## config.mk

```make
export PLATFORM = sky130hd
export DESIGN_NAME = smsf_top
export DESIGN_NICKNAME = d
export VERILOG_FILES = /design/src/smsf_pkg.sv /design/src/smsf_fifo.sv /design/src/smsf_top.sv
export SDC_FILE = /design/constraint.sdc
export NUM_CORES = 1
export LEC_CHECK = 0
export BUFFER_PORTS_ARGS = -buffer_cell sky130_fd_sc_hd__buf_2
export CAP_MARGIN = 20
export CORE_UTILIZATION = 45
export DETAILED_ROUTE_END_ITERATION = 12
export HOLD_SLACK_MARGIN = 0.02
export SLEW_MARGIN = 20
export SYNTH_ARGS = -nofsm -noshare
export SYNTH_HDL_FRONTEND = slang
export SYNTH_SLANG_ARGS = --single-unit
```

## constraint.sdc

```tcl
create_clock -name clk -period 7.8 [get_ports clk]
set_input_delay 0.78 -clock clk [delete_from_list [all_inputs] [get_ports clk]]
set_output_delay 0.78 -clock clk [all_outputs]
set_load 0.005 [all_outputs]
```

## src/smsf_pkg.sv

```systemverilog
package smsf_pkg;
    // data path and fifo shape
    localparam int WORD_W = 16;
    localparam int FIFO_DEPTH = 32;
    localparam int NUM_TARGETS = 4;
    localparam int LEN_W = 4;
    localparam int DIV_W = 8;

    // frame length is coded as bit count minus one
    localparam logic [LEN_W-1:0] LEN_MIN = 4'h3;
    localparam logic [LEN_W-1:0] LEN_MAX = 4'hF;

    // per-target frame format select
    localparam logic FMT_SPI = 1'b0;
    localparam logic FMT_FRAME = 1'b1;

    typedef enum logic [1:0] {
        ST_IDLE,
        ST_SYNC,
        ST_SHIFT,
        ST_GAP
    } smsf_state_t;

    // codes below four bits are raised to four bits
    function automatic logic [LEN_W-1:0] smsf_len(input logic [LEN_W-1:0] raw);
        return (raw < LEN_MIN) ? LEN_MIN : raw;
    endfunction

    // left-align a word so its frame msb sits in the top bit
    function automatic logic [WORD_W-1:0] smsf_align(input logic [WORD_W-1:0] w,
                                                     input logic [LEN_W-1:0] len);
        return w << (LEN_MAX - len);
    endfunction
endpackage

```

## src/smsf_fifo.sv

```systemverilog
`timescale 1ns/1ps
module smsf_fifo #(
    parameter int WIDTH = smsf_pkg::WORD_W,
    parameter int DEPTH = smsf_pkg::FIFO_DEPTH
) (
    input wire logic clk,
    input wire logic sys_rst,
    input wire logic push,
    input wire logic [WIDTH-1:0] wdata,
    input wire logic pop,
    output logic [WIDTH-1:0] rdata,
    output logic full,
    output logic empty,
    output logic [$clog2(DEPTH):0] level
);
    localparam int AW = $clog2(DEPTH);
    localparam logic [AW:0] CNT_FULL = (AW+1)'(DEPTH);

    logic [WIDTH-1:0] mem_q [DEPTH];
    logic [AW-1:0] wr_q;
    logic [AW-1:0] rd_q;
    logic [AW:0] cnt_q;
    logic do_push;
    logic do_pop;

    // a push into a full fifo or a pop from an empty one is dropped
    assign do_push = push & ~full;
    assign do_pop = pop & ~empty;
    assign full = (cnt_q == CNT_FULL);
    assign empty = (cnt_q == '0);
    assign level = cnt_q;
    assign rdata = mem_q[rd_q];

    // pointers wrap naturally, so depth must be a power of two
    always_ff @(posedge clk) begin
        if (sys_rst) begin
            wr_q <= '0;
            rd_q <= '0;
            cnt_q <= '0;
        end else begin
            if (do_push) begin
                wr_q <= wr_q + 1'b1;
            end
            if (do_pop) begin
                rd_q <= rd_q + 1'b1;
            end
            case ({do_push, do_pop})
                2'b10: cnt_q <= cnt_q + 1'b1;
                2'b01: cnt_q <= cnt_q - 1'b1;
                default: cnt_q <= cnt_q;
            endcase
        end
    end

    // storage needs no reset, only the pointers and the count do
    always_ff @(posedge clk) begin
        if (do_push) begin
            mem_q[wr_q] <= wdata;
        end
    end
endmodule

```

## src/smsf_top.sv

```systemverilog
`timescale 1ns/1ps
// Behaviour
// - master or slave; sequences up to four targets
// - separate 16 by 32 transmit and receive fifos
// - classic spi or frame-pulse format selectable
// - frame length programmable from 4 to 16
// - msb first out and in
// - separate masks for tx, rx, overrun sources
// - one combined irq from unmasked active sources
// - master serial clock at most half branch rate
// - internal loopback of sent data to receiver
// - serial clock via prescaler then rate divider
// - clock polarity, format, length taken per target
// - selects: high sync pulse or low chip select
// - select and clock driven only as master
// - slave honours only select line zero
// - data leaves on out pin, enters on in
// - start by software or timer trigger
// - registers on bus clock, divider on branch tick
module smsf_top #(
    parameter int TARGETS = smsf_pkg::NUM_TARGETS,
    parameter int DIV_W = smsf_pkg::DIV_W,
    parameter int DEPTH = smsf_pkg::FIFO_DEPTH
) (
    input wire logic clk,
    input wire logic sys_rst,
    input wire logic enable,
    input wire logic master_mode,
    input wire logic loopback,
    input wire logic serial_branch_clock,
    input wire logic [DIV_W-1:0] prescale,
    input wire logic [DIV_W-1:0] bit_rate_div,
    input wire logic [$clog2(TARGETS)-1:0] seq_last,
    input wire logic [TARGETS*smsf_pkg::LEN_W-1:0] per_target_config_len,
    input wire logic [TARGETS-1:0] per_target_config_fmt,
    input wire logic [TARGETS-1:0] per_target_config_pol,
    input wire logic sw_start,
    input wire logic timer_trigger,
    input wire logic timer_trig_en,
    input wire logic tx_push,
    input wire logic [smsf_pkg::WORD_W-1:0] tx_data,
    input wire logic rx_pop,
    input wire logic mask_tx,
    input wire logic mask_rx,
    input wire logic mask_ovr,
    input wire logic overrun_clear,
    input wire logic serial_clock_pin_in,
    input wire logic slave_select_zero_in,
    input wire logic serial_data_in_pin,
    output logic tx_full,
    output logic rx_empty,
    output logic [smsf_pkg::WORD_W-1:0] rx_data,
    output logic overrun_q,
    output logic busy_q,
    output logic combined_irq_out,
    output logic serial_clock_pin_out,
    output logic serial_clock_pin_oe_n,
    output logic [TARGETS-1:0] slave_select_line_out,
    output logic slave_select_line_oe_n,
    output logic serial_data_out_pin
);
    localparam int TGT_W = $clog2(TARGETS);
    localparam int LVL_W = $clog2(DEPTH) + 1;
    localparam int WW = smsf_pkg::WORD_W;
    localparam int LW = smsf_pkg::LEN_W;
    localparam logic [LVL_W-1:0] LVL_HALF = LVL_W'(DEPTH / 2);

    smsf_pkg::smsf_state_t state_q;
    logic [TGT_W-1:0] tgt_q;
    logic phase_q;
    logic [LW-1:0] bitcnt_q;
    logic [WW-1:0] shreg_q;
    logic [WW-1:0] rxsh_q;
    logic [DIV_W-1:0] pre_cnt_q;
    logic [DIV_W-1:0] rate_cnt_q;
    logic half_tick_q;
    logic start_pend_q;
    logic [2:0] sync1_q;
    logic [2:0] sync2_q;
    logic slv_clk_prev_q;
    logic slv_sel_prev_q;
    logic slv_active_q;
    logic slv_pend_q;
    logic rx_push_q;
    logic [WW-1:0] rx_word_q;
    logic irq_q;
    logic sclk_q;
    logic sclk_oe_n_q;
    logic [TARGETS-1:0] sel_q;
    logic sel_oe_n_q;

    logic mst_on;
    logic slv_on;
    logic tx_empty;
    logic rx_full;
    logic [WW-1:0] tx_word;
    logic [LVL_W-1:0] tx_level;
    logic [LVL_W-1:0] rx_level;
    logic [LW-1:0] cur_len;
    logic [LW-1:0] slv_len;
    logic [LW-1:0] load_len;
    logic [TGT_W-1:0] load_tgt;
    logic load_go;
    logic more;
    logic mst_done;
    logic din;
    logic sclk_s;
    logic sel_s;
    logic sdi_s;
    logic slv_clk;
    logic slv_sample_edge;
    logic slv_shift_edge;
    logic slv_arm;
    logic slv_sample;
    logic slv_last;
    logic slv_load;
    logic tx_pop;
    logic [TARGETS-1:0] sel_idle;

    // per-target length lookup, shared by load and shift control
    function automatic logic [LW-1:0] tgt_len(input logic [TGT_W-1:0] idx);
        return smsf_pkg::smsf_len(per_target_config_len[idx*LW +: LW]);
    endfunction

    assign mst_on = enable & master_mode;
    assign slv_on = enable & ~master_mode;
    assign cur_len = tgt_len(tgt_q);
    assign slv_len = tgt_len('0);
    assign more = (tgt_q != seq_last);
    // idle select level: high for chip select, low for frame sync
    assign sel_idle = ~per_target_config_fmt;

    // synchronised pin samples; only the second stage is used
    assign sclk_s = sync2_q[0];
    assign sel_s = sync2_q[1];
    assign sdi_s = sync2_q[2];
    // loopback feeds our own output bit back to the receiver
    assign din = loopback ? shreg_q[WW-1] : sdi_s;

    // master load of a word: first target from idle, next from gap
    always_comb begin
        load_go = 1'b0;
        load_tgt = '0;
        if (state_q == smsf_pkg::ST_IDLE) begin
            load_go = mst_on & start_pend_q & ~tx_empty;
        end else if (state_q == smsf_pkg::ST_GAP) begin
            load_tgt = tgt_q + 1'b1;
            load_go = mst_on & half_tick_q & more & ~tx_empty;
        end
    end

    assign mst_done = (state_q == smsf_pkg::ST_SHIFT) & half_tick_q & phase_q &
                      (bitcnt_q == cur_len);

    // slave edges; frame format samples on the opposite clock edge
    assign slv_clk = sclk_s ^ per_target_config_pol[0] ^ per_target_config_fmt[0];
    assign slv_sample_edge = slv_clk & ~slv_clk_prev_q;
    assign slv_shift_edge = ~slv_clk & slv_clk_prev_q;
    // only select zero starts a slave frame
    assign slv_arm = slv_on & (per_target_config_fmt[0] ? (slv_sample_edge & sel_s) :
                     (~sel_s & slv_sel_prev_q));
    assign slv_sample = slv_on & slv_active_q & slv_sample_edge & ~slv_arm;
    assign slv_last = slv_sample & (bitcnt_q == slv_len);
    // classic spi slave reloads for back-to-back words under one select
    assign slv_load = slv_arm | (slv_last & ~per_target_config_fmt[0]);
    assign load_len = mst_on ? tgt_len(load_tgt) : slv_len;
    assign tx_pop = (load_go | slv_load) & ~tx_empty;

    // transmit and receive buffers
    smsf_fifo #(
        .WIDTH(WW),
        .DEPTH(DEPTH)
    ) u_tx_fifo (
        .clk(clk),
        .sys_rst(sys_rst),
        .push(tx_push),
        .wdata(tx_data),
        .pop(tx_pop),
        .rdata(tx_word),
        .full(tx_full),
        .empty(tx_empty),
        .level(tx_level)
    );

    smsf_fifo #(
        .WIDTH(WW),
        .DEPTH(DEPTH)
    ) u_rx_fifo (
        .clk(clk),
        .sys_rst(sys_rst),
        .push(rx_push_q),
        .wdata(rx_word_q),
        .pop(rx_pop),
        .rdata(rx_data),
        .full(rx_full),
        .empty(rx_empty),
        .level(rx_level)
    );

    // two-stage synchronisers for clock, select zero and data in
    always_ff @(posedge clk) begin
        if (sys_rst) begin
            sync1_q <= 3'h2; // select idle high
            sync2_q <= 3'h2;
            slv_clk_prev_q <= 1'b0;
            slv_sel_prev_q <= 1'b1;
        end else begin
            sync1_q <= {serial_data_in_pin, slave_select_zero_in, serial_clock_pin_in};
            sync2_q <= sync1_q;
            // edge detection relies on a slow enough external clock
            slv_clk_prev_q <= slv_clk;
            slv_sel_prev_q <= sel_s;
        end
    end

    // prescaler then rate divider, stepped by the branch clock tick
    always_ff @(posedge clk) begin
        if (sys_rst || state_q == smsf_pkg::ST_IDLE) begin
            pre_cnt_q <= '0;
            rate_cnt_q <= '0;
            half_tick_q <= 1'b0;
        end else begin
            half_tick_q <= 1'b0;
            if (serial_branch_clock) begin
                if (pre_cnt_q == prescale) begin
                    pre_cnt_q <= '0;
                    if (rate_cnt_q == bit_rate_div) begin
                        rate_cnt_q <= '0;
                        half_tick_q <= 1'b1;
                    end else begin
                        rate_cnt_q <= rate_cnt_q + 1'b1;
                    end
                end else begin
                    pre_cnt_q <= pre_cnt_q + 1'b1;
                end
            end
        end
    end

    // pending start; a new trigger wins over the clear at start
    always_ff @(posedge clk) begin
        if (sys_rst) begin
            start_pend_q <= 1'b0;
        end else if (sw_start || (timer_trig_en && timer_trigger)) begin
            start_pend_q <= 1'b1;
        end else if (load_go && state_q == smsf_pkg::ST_IDLE) begin
            start_pend_q <= 1'b0;
        end
    end

    // master sequencer over the targets
    always_ff @(posedge clk) begin
        if (sys_rst || !mst_on) begin
            state_q <= smsf_pkg::ST_IDLE;
            tgt_q <= '0;
            phase_q <= 1'b0;
        end else if (load_go) begin
            tgt_q <= load_tgt;
            phase_q <= 1'b0;
            if (per_target_config_fmt[load_tgt] == smsf_pkg::FMT_FRAME) begin
                state_q <= smsf_pkg::ST_SYNC;
            end else begin
                state_q <= smsf_pkg::ST_SHIFT;
            end
        end else if (half_tick_q) begin
            case (state_q)
                smsf_pkg::ST_SYNC: begin
                    phase_q <= ~phase_q;
                    if (phase_q) begin
                        state_q <= smsf_pkg::ST_SHIFT;
                    end
                end
                smsf_pkg::ST_SHIFT: begin
                    phase_q <= ~phase_q;
                    if (mst_done) begin
                        state_q <= smsf_pkg::ST_GAP;
                    end
                end
                smsf_pkg::ST_GAP: state_q <= smsf_pkg::ST_IDLE;
                default: state_q <= smsf_pkg::ST_IDLE;
            endcase
        end
    end

    // shift data path, shared by master and slave
    always_ff @(posedge clk) begin
        if (sys_rst) begin
            shreg_q <= '0;
            rxsh_q <= '0;
            bitcnt_q <= '0;
            slv_pend_q <= 1'b0;
        end else if (load_go || slv_load) begin
            // an empty tx fifo in slave mode sends zeros
            shreg_q <= tx_empty ? '0 : smsf_pkg::smsf_align(tx_word, load_len);
            rxsh_q <= '0;
            bitcnt_q <= '0;
            slv_pend_q <= 1'b0;
        end else if (mst_on && state_q == smsf_pkg::ST_SHIFT && half_tick_q) begin
            if (!phase_q) begin
                rxsh_q <= {rxsh_q[WW-2:0], din};
            end else if (bitcnt_q != cur_len) begin
                shreg_q <= {shreg_q[WW-2:0], 1'b0};
                bitcnt_q <= bitcnt_q + 1'b1;
            end
        end else if (slv_sample) begin
            rxsh_q <= {rxsh_q[WW-2:0], din};
            bitcnt_q <= bitcnt_q + 1'b1;
            slv_pend_q <= 1'b1;
        end else if (slv_shift_edge && slv_pend_q) begin
            shreg_q <= {shreg_q[WW-2:0], 1'b0};
            slv_pend_q <= 1'b0;
        end
    end

    // slave frame activity from select zero
    always_ff @(posedge clk) begin
        if (sys_rst || !slv_on) begin
            slv_active_q <= 1'b0;
        end else if (slv_arm) begin
            slv_active_q <= 1'b1;
        end else if (per_target_config_fmt[0] == smsf_pkg::FMT_SPI && sel_s) begin
            slv_active_q <= 1'b0;
        end else if (per_target_config_fmt[0] == smsf_pkg::FMT_FRAME && slv_last) begin
            slv_active_q <= 1'b0;
        end
    end

    // completed word to the rx fifo; a full fifo drops it
    always_ff @(posedge clk) begin
        if (sys_rst) begin
            rx_push_q <= 1'b0;
            rx_word_q <= '0;
        end else begin
            rx_push_q <= mst_done | slv_last;
            if (mst_done) begin
                rx_word_q <= rxsh_q;
            end else if (slv_last) begin
                rx_word_q <= {rxsh_q[WW-2:0], din};
            end
        end
    end

    // overrun is sticky; a new overrun wins over the clear
    always_ff @(posedge clk) begin
        if (sys_rst) begin
            overrun_q <= 1'b0;
        end else if (rx_push_q && rx_full) begin
            overrun_q <= 1'b1;
        end else if (overrun_clear) begin
            overrun_q <= 1'b0;
        end
    end

    // level sources at half depth, each with its own mask
    always_ff @(posedge clk) begin
        if (sys_rst) begin
            irq_q <= 1'b0;
        end else begin
            irq_q <= ((tx_level <= LVL_HALF) & ~mask_tx) |
                     ((rx_level >= LVL_HALF) & ~mask_rx) |
                     (overrun_q & ~mask_ovr);
        end
    end

    // serial clock: toggles per half tick, rests at the target idle level
    always_ff @(posedge clk) begin
        if (sys_rst) begin
            sclk_q <= 1'b0;
        end else if (load_go) begin
            sclk_q <= per_target_config_pol[load_tgt] ^ per_target_config_fmt[load_tgt];
        end else if (half_tick_q && (state_q == smsf_pkg::ST_SYNC ||
                                     state_q == smsf_pkg::ST_SHIFT)) begin
            sclk_q <= ~sclk_q;
        end else if (state_q == smsf_pkg::ST_IDLE) begin
            sclk_q <= per_target_config_pol[tgt_q] ^ per_target_config_fmt[tgt_q];
        end
    end

    // select lines: one target at a time in the sequence
    always_ff @(posedge clk) begin
        if (sys_rst) begin
            sel_q <= '1;
        end else if (!mst_on || state_q == smsf_pkg::ST_IDLE) begin
            sel_q <= load_go ? (sel_idle ^ (TARGETS'(1) << load_tgt)) : sel_idle;
        end else if (load_go) begin
            sel_q <= sel_idle ^ (TARGETS'(1) << load_tgt);
        end else if (state_q == smsf_pkg::ST_SYNC && half_tick_q && phase_q) begin
            sel_q <= sel_idle;
        end else if (mst_done) begin
            sel_q <= sel_idle;
        end
    end

    // clock and select pins face outward only in master mode
    always_ff @(posedge clk) begin
        if (sys_rst) begin
            sclk_oe_n_q <= 1'b1;
            sel_oe_n_q <= 1'b1;
            busy_q <= 1'b0;
        end else begin
            sclk_oe_n_q <= ~mst_on;
            sel_oe_n_q <= ~mst_on;
            busy_q <= (state_q != smsf_pkg::ST_IDLE) | slv_active_q;
        end
    end

    assign combined_irq_out = irq_q;
    assign serial_clock_pin_out = sclk_q;
    assign serial_clock_pin_oe_n = sclk_oe_n_q;
    assign slave_select_line_out = sel_q;
    assign slave_select_line_oe_n = sel_oe_n_q;
    assign serial_data_out_pin = shreg_q[WW-1];
endmodule

```

Yosys cells after proc, flatten, opt, wreduce, memory -nomap -nowiden
Memory sizes are Yosys's and may differ from the RTL's. A register that Yosys moved wholly into a read port is not among the register bits.
Index checks and enable logic that the tools add are counted.
{ "op_classes": {"order_cmp": 7, "n_reduce_logical": 47, "shifts": 4, "bitwise": 59, "n_eq_ne": 23, "muxes": 70, "n_addsub": 13} }
{ "ops": {"columns": ["operator", "n"], "rows": [
  ["16-bit two-way mux", 12],
  ["4-bit two-way mux", 13],
  ["16-bit by 5-bit variable part select with 4-bit output", 2],
  ["1-bit AND", 28],
  ["1-bit two-way mux", 25],
  ["6-bit one-hot mux with 2 select lines", 2],
  ["5-bit by 1-bit adder with 5-bit output (second input constant)", 4],
  ["5-bit two-way mux", 4],
  ["1-bit inverter", 19],
  ["2-bit nonzero test", 9],
  ["8-bit by 1-bit adder with 8-bit output (second input constant)", 2],
  ["8-bit equality test", 2],
  ["8-bit two-way mux", 2],
  ["16-bit by 4-bit left shift with 16-bit output", 1],
  ["2-bit two-way mux", 7],
  ["6-bit by 1-bit adder with 6-bit output (second input constant)", 2],
  ["6-bit equality test (second input constant)", 2],
  ["6-bit logical NOT", 2],
  ["4-bit by 2-bit less-than comparator with 1-bit output (second input constant)", 3],
  ["6-bit by 1-bit subtractor with 6-bit output (second input constant)", 2],
  ["1-bit logical AND", 11],
  ["3-bit != test (second input constant)", 3],
  ["3-bit nonzero test", 3],
  ["1-bit binary-select mux with 2-bit select", 4],
  ["other kinds (30)", 59]
]} }
{ "word_totals": {"in_bits": 76, "output_inout_bits": 29, "mem_bits_rw": 1024, "memories": 2, "word_cells": 255, "reg_bits": 127} }
{ "mem_list": {"columns": ["memory", "depth", "width", "read_ports", "rd_ports_with_merged_regs", "write_ports", "line_no", "text"], "rows": [
  ["u_rx_fifo.mem_q", 32, 16, 1, 1, 1, "smsf_fifo.sv:19", "logic [WIDTH-1:0] mem_q [DEPTH];"],
  ["u_tx_fifo.mem_q", 32, 16, 1, 1, 1, "smsf_fifo.sv:19", null]
]} }

Logic depth before layout (Yosys ltp)
Gate-level depths: netlist of the first run.
{ "logic_depth": {"ltp_word": 16, "mapped_depth": 19, "ltp_nobuf": 16} }

Modules after synthesis
Synthesis of the first run repeated with hierarchy kept, for this count alone.
{ "hier_totals": {"cells_unflattened": 2879, "hier_area_um2": 47430.5} }
{ "by_module_without_submodules": {"columns": ["module", "n_inst", "cells_each", "seq_area_each_um2", "area_each_um2"], "rows": [
  ["smsf_fifo at u_rx_fifo", 1, 1079, 15795.1, 20696.1],
  ["smsf_fifo at u_tx_fifo", 1, 1078, 15795.1, 20681.1],
  ["smsf_top", 1, 722, 1901.8, 6053.3]
]} }

Worst setup path after synthesis of the first run
No wires, ideal clock.
{ "synth_path": {"path_type": "input to register", "from": "input per_target_config_fmt[0]", "to": "register u_tx_fifo.cnt_q[4], in the netlist u_tx_fifo.level[4]", "path_buffers": 3, "setup_time_ns": 0.128, "stages": 16, "slack_ns": 3.732, "t_required_ns": 7.672, "t_arrival_ns": 3.940, "path_cell_list": "buf_6 -> xnor3_1 -> or4_4 -> nor2_2 -> a211oi_2 -> buf_4 -> nor2_4 -> ha_1 -> buf_1 -> xor2_1 -> ha_1 -> a21oi_1 -> a32oi_1 -> a21oi_1 -> xnor2_1 -> nor2_1"} }
{ "synth_via": {"elab_chain_len": 15} }
{ "synth_lines": {"columns": ["item", "line_no", "text"], "rows": [
  ["start: declaration", "smsf_top.sv:35", "input wire logic [TARGETS-1:0] per_target_config_fmt,"],
  ["1-bit bitwise XOR", "smsf_top.sv:156", "assign slv_clk = sclk_s ^ per_target_config_pol[0] ^ per_target_config_fmt[0];"],
  ["1-bit AND", "smsf_top.sv:157", "assign slv_sample_edge = slv_clk & ~slv_clk_prev_q;"],
  ["1-bit AND", "smsf_top.sv:160", "assign slv_arm = slv_on & (per_target_config_fmt[0] ? (slv_sample_edge & sel_s) :"],
  ["1-bit two-way mux", "smsf_top.sv:160", null],
  ["1-bit AND", "smsf_top.sv:160", null],
  ["1-bit inverter", "smsf_top.sv:162", "assign slv_sample = slv_on & slv_active_q & slv_sample_edge & ~slv_arm;"],
  ["1-bit AND", "smsf_top.sv:162", null],
  ["1-bit AND", "smsf_top.sv:163", "assign slv_last = slv_sample & (bitcnt_q == slv_len);"],
  ["1-bit AND", "smsf_top.sv:165", "assign slv_load = slv_arm | (slv_last & ~per_target_config_fmt[0]);"],
  ["1-bit bitwise OR *", "smsf_top.sv:165", null],
  ["1-bit bitwise OR *", "smsf_top.sv:167", "assign tx_pop = (load_go | slv_load) & ~tx_empty;"],
  ["1-bit AND *", "smsf_top.sv:167", null],
  ["1-bit AND *", "smsf_fifo.sv:28", "assign do_pop = pop & ~empty;"],
  ["2-bit by 1-bit equality test with 1-bit output / 2-bit equality test (equally long branches)", "smsf_fifo.sv:47", "case ({do_push, do_pop})"],
  ["6-bit one-hot mux with 2 select lines / 2-bit nonzero test (equally long branches)", null, null],
  ["end signal: assignment", "smsf_fifo.sv:48", "2'b10: cnt_q <= cnt_q + 1'b1;"],
  ["end signal: assignment", "smsf_fifo.sv:49", "2'b01: cnt_q <= cnt_q - 1'b1;"],
  ["end signal: assignment", "smsf_fifo.sv:50", "default: cnt_q <= cnt_q;"],
  ["end: declaration", "smsf_fifo.sv:22", "logic [AW:0] cnt_q;"]
]} }
Every way passes the cells marked *; elsewhere a longest branch is shown, timed or not.
A chain may end at the register's enable or synchronous reset.

==> results of run 1 <==
==> state kept, by name, summed over array words and instances, names as in the netlist, 6 cells and up, named ones only <==
name / count
shreg_q: 16
u_tx_fifo.mem_q: 512
rate_cnt_q: 8
u_rx_fifo.mem_q: 512
u_rx_fifo.level: 6
rx_word_q: 16
u_tx_fifo.level: 6
pre_cnt_q: 8
rxsh_q: 16
==> cells in the mapped netlist (5+ instances only) <==
cell type	n	area [µm²]
and3_1	5	31.28
nor2_1	215	807.0
ha_1	26	325.3
o21ai_0	44	220.2
dfxtp_1	137	2743
o22ai_1	26	162.7
or2_2	8	50.05
nor4_1	10	62.56
nand2_1	99	371.6
buf_1	16	60.06
mux4_2	249	5608
a32oi_1	5	43.79
a22oi_1	38	285.3
o31ai_1	6	45.04
a21oi_1	44	220.2
nand4_1	22	137.6
edfxtp_1	1024	30750
nor2b_1	21	131.4
o211ai_1	10	75.07
and2_1	7	43.79
buf_4	20	150.1
inv_1	26	97.59
buf_2	29	145.1
nand3_1	38	190.2
a211oi_1	26	195.2
nor3_1	15	75.07
xnor2_1	26	227.7
clkbuf_1	75	281.5
a31oi_1	8	50.05
nand2b_1	7	43.79
mux2_2	25	281.5
mux2i_1	164	1642
a311o_1	5	50.05
xor2_1	50	437.9
or3_1	10	62.56
==> layer usage <==
metal  up-vias  routed length (µm)  global-route usage
li1      10740                   -                   -
met1     12760               44630              0.2700
met2       645               54620              0.3492
met3       154                4999             0.02791
met4         0                2601             0.05599
met5         -                   0                   0
==> worst max-delay path: stages, from the launching register on <==
cell and delay, ns:
dfxtp_4 0.71, buf_16 0.31, buf_4 0.70, mux4_2 0.42, mux4_2 0.52, mux2_2 0.33, buf_2 0.14
==> where the power goes <==
group	switching (mW)	leakage, nW	internal, mW	total [mW]
sequential	0.0177	9.26	6.74	6.76
combinational	0.214	4.16	0.108	0.322
clock	2.32	1.77	3.01	5.33
total	2.55	15.2	9.85	12.4
==> how the worst max path moves through the flow <==
stage                                  start                              end  cells after the start
floorplan           per_target_config_fmt[0]  u_tx_fifo.level[4]$_SDFFE_PP0P_                     16
global placement    per_target_config_fmt[0]  u_tx_fifo.level[4]$_SDFFE_PP0P_                     16
detailed placement  per_target_config_fmt[0]  u_tx_fifo.level[4]$_SDFFE_PP0P_                     16
CTS                                flip-flop                       rx_data[7]                      5
global route         state_q[1]$_SDFFE_PP0P_  u_tx_fifo.level[4]$_SDFFE_PP0P_                     17
finish                             flip-flop                       rx_data[9]                      6
==> cells by family after synthesis <==
logic type | Yosys count | share of synthesized area
flops | 1161 | 0.7156
simple gates | 483 | 0.04804
mux | 438 | 0.1609
compound gates | 255 | 0.03676
buf+inv | 170 | 0.01665
xor+xnor | 77 | 0.01470
fa+ha+maj | 27 | 0.007378
==> final cells by class <==
cell class / instances / area, µm²
diodes: 1 / 2.502
inverters: 26 / 97.59
well taps: 1368 / 1712
clock buffers: 141 / 3049
multi-input cells: 1280 / 12610
fillers: 8296 / 49670
repair buffers: 191 / 1222
flip-flops and latches: 1161 / 33530
clock inverters: 69 / 576.8
==> per-stage QoR <==
stage	setup slack (ns)	cell area [µm²]	instances
4_1_cts	2.985	52770	4235
3_5_place_dp	3.268	49140	4025
3_3_place_gp	3.222	49120	4024
2_1_floorplan	3.732	46800	2611
5_1_grt	2.813	52800	4236
6_report	3.054	52800	4237
==> impl_metrics.csv, run 1 <==
group,metric,value,unit
timing,worst_pin_slew,1.111,ns
yosys,ys_seq_area_frac,0.7156,
die,core,102500,µm²
setup_path,cp_max_fo,54,
status,status,"complete, no violations",
yosys,synth.distinct_cells,75,
grt,grt_pass1_vias,24900,
timing,fmax,210.7,MHz
worst_hold_path,worstHoldPathType,"in -> reg",
yosys,syn_nets,2714,
grt,grt_overflow,0,
layout,final_common_cell,"edfxtp_1",
clock_network,cts_htree_levels,3,
die,rows,117,
clock_network,clk_pin_slew,0.06,ns
clock_network,cts-root-buf,"clkbuf_16",
setup_path,reg2reg_depth,17,
clock_network,cts_num_sinks,1161,
setup_path,r2r_end,"u_tx_fifo.level[4]$_SDFFE_PP0P_",
clock_network,cts-hold-fix-buffers,0,
worst_hold_path,min_to,"sync1_q[1]$_SDFF_PP1_",
clock_network,cts_buffers,117,
clock_network,tritoncts,"yes",
placement,dp_hpwl,63.76,mm
setup_path,r2r_start,"state_q[1]$_SDFFE_PP0P_",
clock_network,clk_path_buf_depth,3,
layout,utilization,0.5153,
die,die_h,324.5,µm
setup_path,crit_path_end_kind,"output pin",
power_and_ir_drop,p_per_area,234.9,nW/µm²
die,io_pins,105,
run,max_cap_violations,0,
layout,drive_gt1_frac,0.2448,
yosys,postSynthCellCount,2611,
timing,setup_violations,0,
timing,hold_viol,0,
power_and_ir_drop,ir_drop,0.2091,mV
power_and_ir_drop,total_power,12.40,mW
clock_network,cts_resized,0,
timing,whs,0.2549,ns
die,die_w,324.5,µm
placement,gp_congestion,0.8230,
detailed_routing,num_vias,24300,
layout,area_growth,12.82,%
setup_path,r2r_slack,3.19,ns
setup_path,crit_required,7.02,ns
yosys,postSynthAreaPerCell,17.93,µm²
detailed_routing,via_per_inst,5.736,
clock_network,cts_setup_buffers,0,
worst_hold_path,min_from,"slave_select_zero_in",
clock_network,clock_latency,0.71,ns
detailed_routing,antenna_left,0,
setup_path,critical_path_class,"reg -> out",
timing,slew_headroom,0.2563,
timing,grt_setup_unrepaired,"no",
yosys,synth_area,46800,µm²
die,start_util,0.4568,
timing,finalWorstPathRequiredPeriod,4.746,ns
setup_path,crit_arrival,3.97,ns
setup_path,worstSetupStartpointType,"flip-flop",
grt,grt_pass1_wl,160.0,mm
grt,grt_antenna_before_repair,1,
timing,clock_skew,0.03020,ns
timing,slew_violations,0,
timing,finalCritPeriodShare,0.6084,
yosys,yosys_register_bits,1161,
yosys,yosysWarnings,0,
yosys,synth_edf_count,1024,
worst_hold_path,worstHoldPathCells,2,
timing,tns,0,ns
placement,numPortBuffers,104,
layout,nets,2880,
detailed_routing,drc_errors,0,
detailed_routing,avgRoutedWirePerCell,25.22,µm
layout,layout_common_cells,"edfxtp_1 (1024), mux4_2 (249), nor2_1 (198), mux2i_1 (164), clkbuf_16 (118)",
power_and_ir_drop,p_leak,15.20,nW
detailed_routing,dr.pass1.iters,5,
grt,grt_max_degree,98,
yosys,async_reset_ff_frac,0,
detailed_routing,wl,106.8,mm
detailed_routing,drt-initial-drc-count,2117,
yosys,synth_flop_cell,"edfxtp_1",
die,die-area,105300,µm²
grt,grt_use_total,0.2028,
No activity file was read; power rests on OpenSTA's default activity.
==> run 2: changes to the inputs <==
- ABC_AREA: not set -> 1
- clock period: 7.8 -> 4.94 ns (I/O delays scaled with it)
==> impl_metrics.csv, run 2 <==
group,metric,value,unit
status,status,"complete, no violations",
timing,setup_violations,0,
setup_path,critical_path_class,"reg -> out",
yosys,ys_seq_area_frac,0.6730,
detailed_routing,drt-initial-drc-count,3047,
clock_network,clk_path_buf_depth,3,
setup_path,crit_path_end_kind,"output pin",
layout,utilization,0.5121,
power_and_ir_drop,p_leak,20.13,nW
layout,drive_gt1_frac,0.1074,
grt,grt_pass1_wl,194.6,mm
yosys,synth.distinct_cells,57,
yosys,synth_flop_cell,"edfxtp_1",
clock_network,clock_latency,0.72,ns
timing,grt_setup_unrepaired,"no",
setup_path,reg2reg_depth,21,
setup_path,crit_required,4.45,ns
yosys,syn_nets,4791,
layout,reg_top3,"u_rx_fifo.mem_q: 512 flops, u_tx_fifo.mem_q: 512 flops",
yosys,postSynthAreaPerCell,10.61,µm²
layout,antennaDiodeCount,0,
timing,slew_violations,0,
timing,fmax,258.4,MHz
clock_network,cts-root-buf,"clkbuf_16",
detailed_routing,avgRoutedWirePerCell,20.25,µm
grt,grt_overflow,0,
yosys,synthTopCellsByArea,"edfxtp_1 (62%), nand2_1 (7.4%), dfxtp_1 (5.5%)",
yosys,yosys_register_bits,1161,
layout,area_growth,12.48,%
timing,clock_skew,0.05602,ns
die,start_util,0.4553,
die,io_pins,105,
grt,grt_use_total,0.2274,
die,die-area,111900,µm²
timing,hold_viol,0,
timing,finalWorstPathRequiredPeriod,3.870,ns
run,max_cap_violations,0,
timing,whs,0.08355,ns
yosys,synth_area,49760,µm²
clock_network,cts_htree_levels,3,
clock_network,clk_pin_slew,0.06,ns
layout,layout_common_cells,"edfxtp_1 (1024), nand2_1 (985), nand3_1 (520), nor2_1 (461), inv_1 (424)",
yosys,post-synth-top-area-cell,"edfxtp_1",
yosys,async_reset_ff_frac,0,
setup_path,r2r_end,"u_tx_fifo.level[4]$_SDFFE_PP0P_",
die,die_w,334.5,µm
placement,numPortBuffers,104,
yosys,synth_top_area_share,0.6179,
detailed_routing,num_vias,34230,
layout,nets,4878,
yosys,synth_edf_count,1024,
setup_path,r2r_slack,1.14,ns
die,rows,121,
yosys,synth_top_cells_by_count,"edfxtp_1 (1024), nand2_1 (985), nand3_1 (520)",
placement,dp_hpwl,73.99,mm
placement,pre_cts_ws,1.129,ns
clock_network,cts_buffers,119,
setup_path,cp_max_fo,100,
timing,worst_pin_slew,1.005,ns
detailed_routing,drc_errors,0,
grt,grt_pass1_vias,32010,
clock_network,tritoncts,"yes",
power_and_ir_drop,ir_drop,0.3397,mV
setup_path,crit_arrival,3.38,ns
clock_network,cts-hold-fix-buffers,4,
detailed_routing,via_per_inst,5.388,
power_and_ir_drop,p_per_area,414.0,nW/µm²
yosys,synth.most_common_cell,"edfxtp_1",
clock_network,cts_resized,0,
yosys,postSynthCellCount,4688,
grt,grt_max_degree,194,
placement,gp_congestion,0.8402,
clock_network,cts_setup_buffers,0,
die,die_h,334.5,µm
clock_network,cts_num_sinks,1161,
layout,final_common_cell,"edfxtp_1",
timing,setup_ws,1.070,ns
detailed_routing,wl,128.6,mm
timing,slew_headroom,0.3303,
detailed_routing,dr.pass1.iters,6,
setup_path,r2r_start,"state_q[0]$_SDFFE_PP0P_",
worst_hold_path,worstHoldPathType,"in -> reg",
grt,grt_antenna_before_repair,1,
setup_path,worstSetupStartpointType,"flip-flop",
yosys,yosysWarnings,0,
setup_path,crit_end,"rx_data[15]",
timing,tns,0,ns
timing,finalCritPeriodShare,0.7834,
die,core,109300,µm²
detailed_routing,antenna_left,0,
==> run 2: per-stage QoR <==
step	power [mW]	std cells	cell area (µm²)
finish	23.17	6353	55970
detailed placement	14.39	6126	52000
CTS	23.32	6353	55970
global route	24.06	6353	55970
global placement	14.34	6126	52000
floorplan	13.25	4688	49760
==> run 2: metal layers <==
| metal | vias to the layer above | wire, µm | share of wire | GRT usage |
|---|---|---|---|---|
| met5 | - | 10 | 0.000078 | 0 |
| met4 | 2 | 2790 | 0.022 | 0.06315 |
| met3 | 173 | 7566 | 0.059 | 0.03238 |
| met2 | 961 | 60940 | 0.47 | 0.3711 |
| met1 | 16760 | 57340 | 0.45 | 0.3175 |
| li1 | 16330 | - | - | - |
==> run 2: kinds of logic (layout without fill, tap and decap cells) <==
logic type / Yosys count / after routing / share of synthesized area
mux: 2 / 2 / 0.0004274
simple gates: 2118 / 2118 / 0.1808
fa+ha+maj: 27 / 27 / 0.006940
flops: 1161 / 1161 / 0.6730
xor+xnor: 30 / 30 / 0.005280
buf+inv: 703 / 892 / 0.05597
compound gates: 647 / 647 / 0.07757
==> run 2: worst min path at each step <==
stage | start | endpoint | slack, ns | cells past startpoint
finish | sw_start | start_pend_q$_SDFFE_PP0P_ | 0.08 | 3
global placement | sync1_q[0]$_SDFF_PP0_ | sync2_q[0]$_SDFF_PP0_ | 0.41 | 2
global route | sw_start | start_pend_q$_SDFFE_PP0P_ | 0.08 | 3
floorplan | sync1_q[0]$_SDFF_PP0_ | sync2_q[0]$_SDFF_PP0_ | 0.39 | 2
CTS | sw_start | start_pend_q$_SDFFE_PP0P_ | 0.03 | 3
detailed placement | sync1_q[1]$_SDFF_PP1_ | sync2_q[1]$_SDFF_PP1_ | 0.40 | 1
==> run 2: final cells by class <==
class / count / area (µm²)
multi-input cells: 2824 / 13490
fillers: 9738 / 53340
clock inverters: 61 / 654.4
well taps: 1476 / 1847
inverters: 449 / 1703
flip-flops and latches: 1161 / 33510
repair buffers: 220 / 1489
clock buffers: 162 / 3273
==> run 2: worst max-delay path, cell delays in order (launching register included) <==
cell	delay, ns
dfxtp_4	0.41
inv_6	0.56
buf_4	0.38
o21ai_0	0.11
o22ai_1	0.16
nor2_1	0.06
nor2_1	0.11
o21ai_0	0.17
a32oi_1	0.48
buf_2	0.21
==> run 2: where the power goes <==
part	internal [mW]	leakage, nW	switching, mW	total, mW
logic	0.978	8.65	2.37	3.35
registers	10.7	9.57	0.128	10.8
clock network	5.21	1.91	3.78	8.98
total	16.9	20.1	6.27	23.2
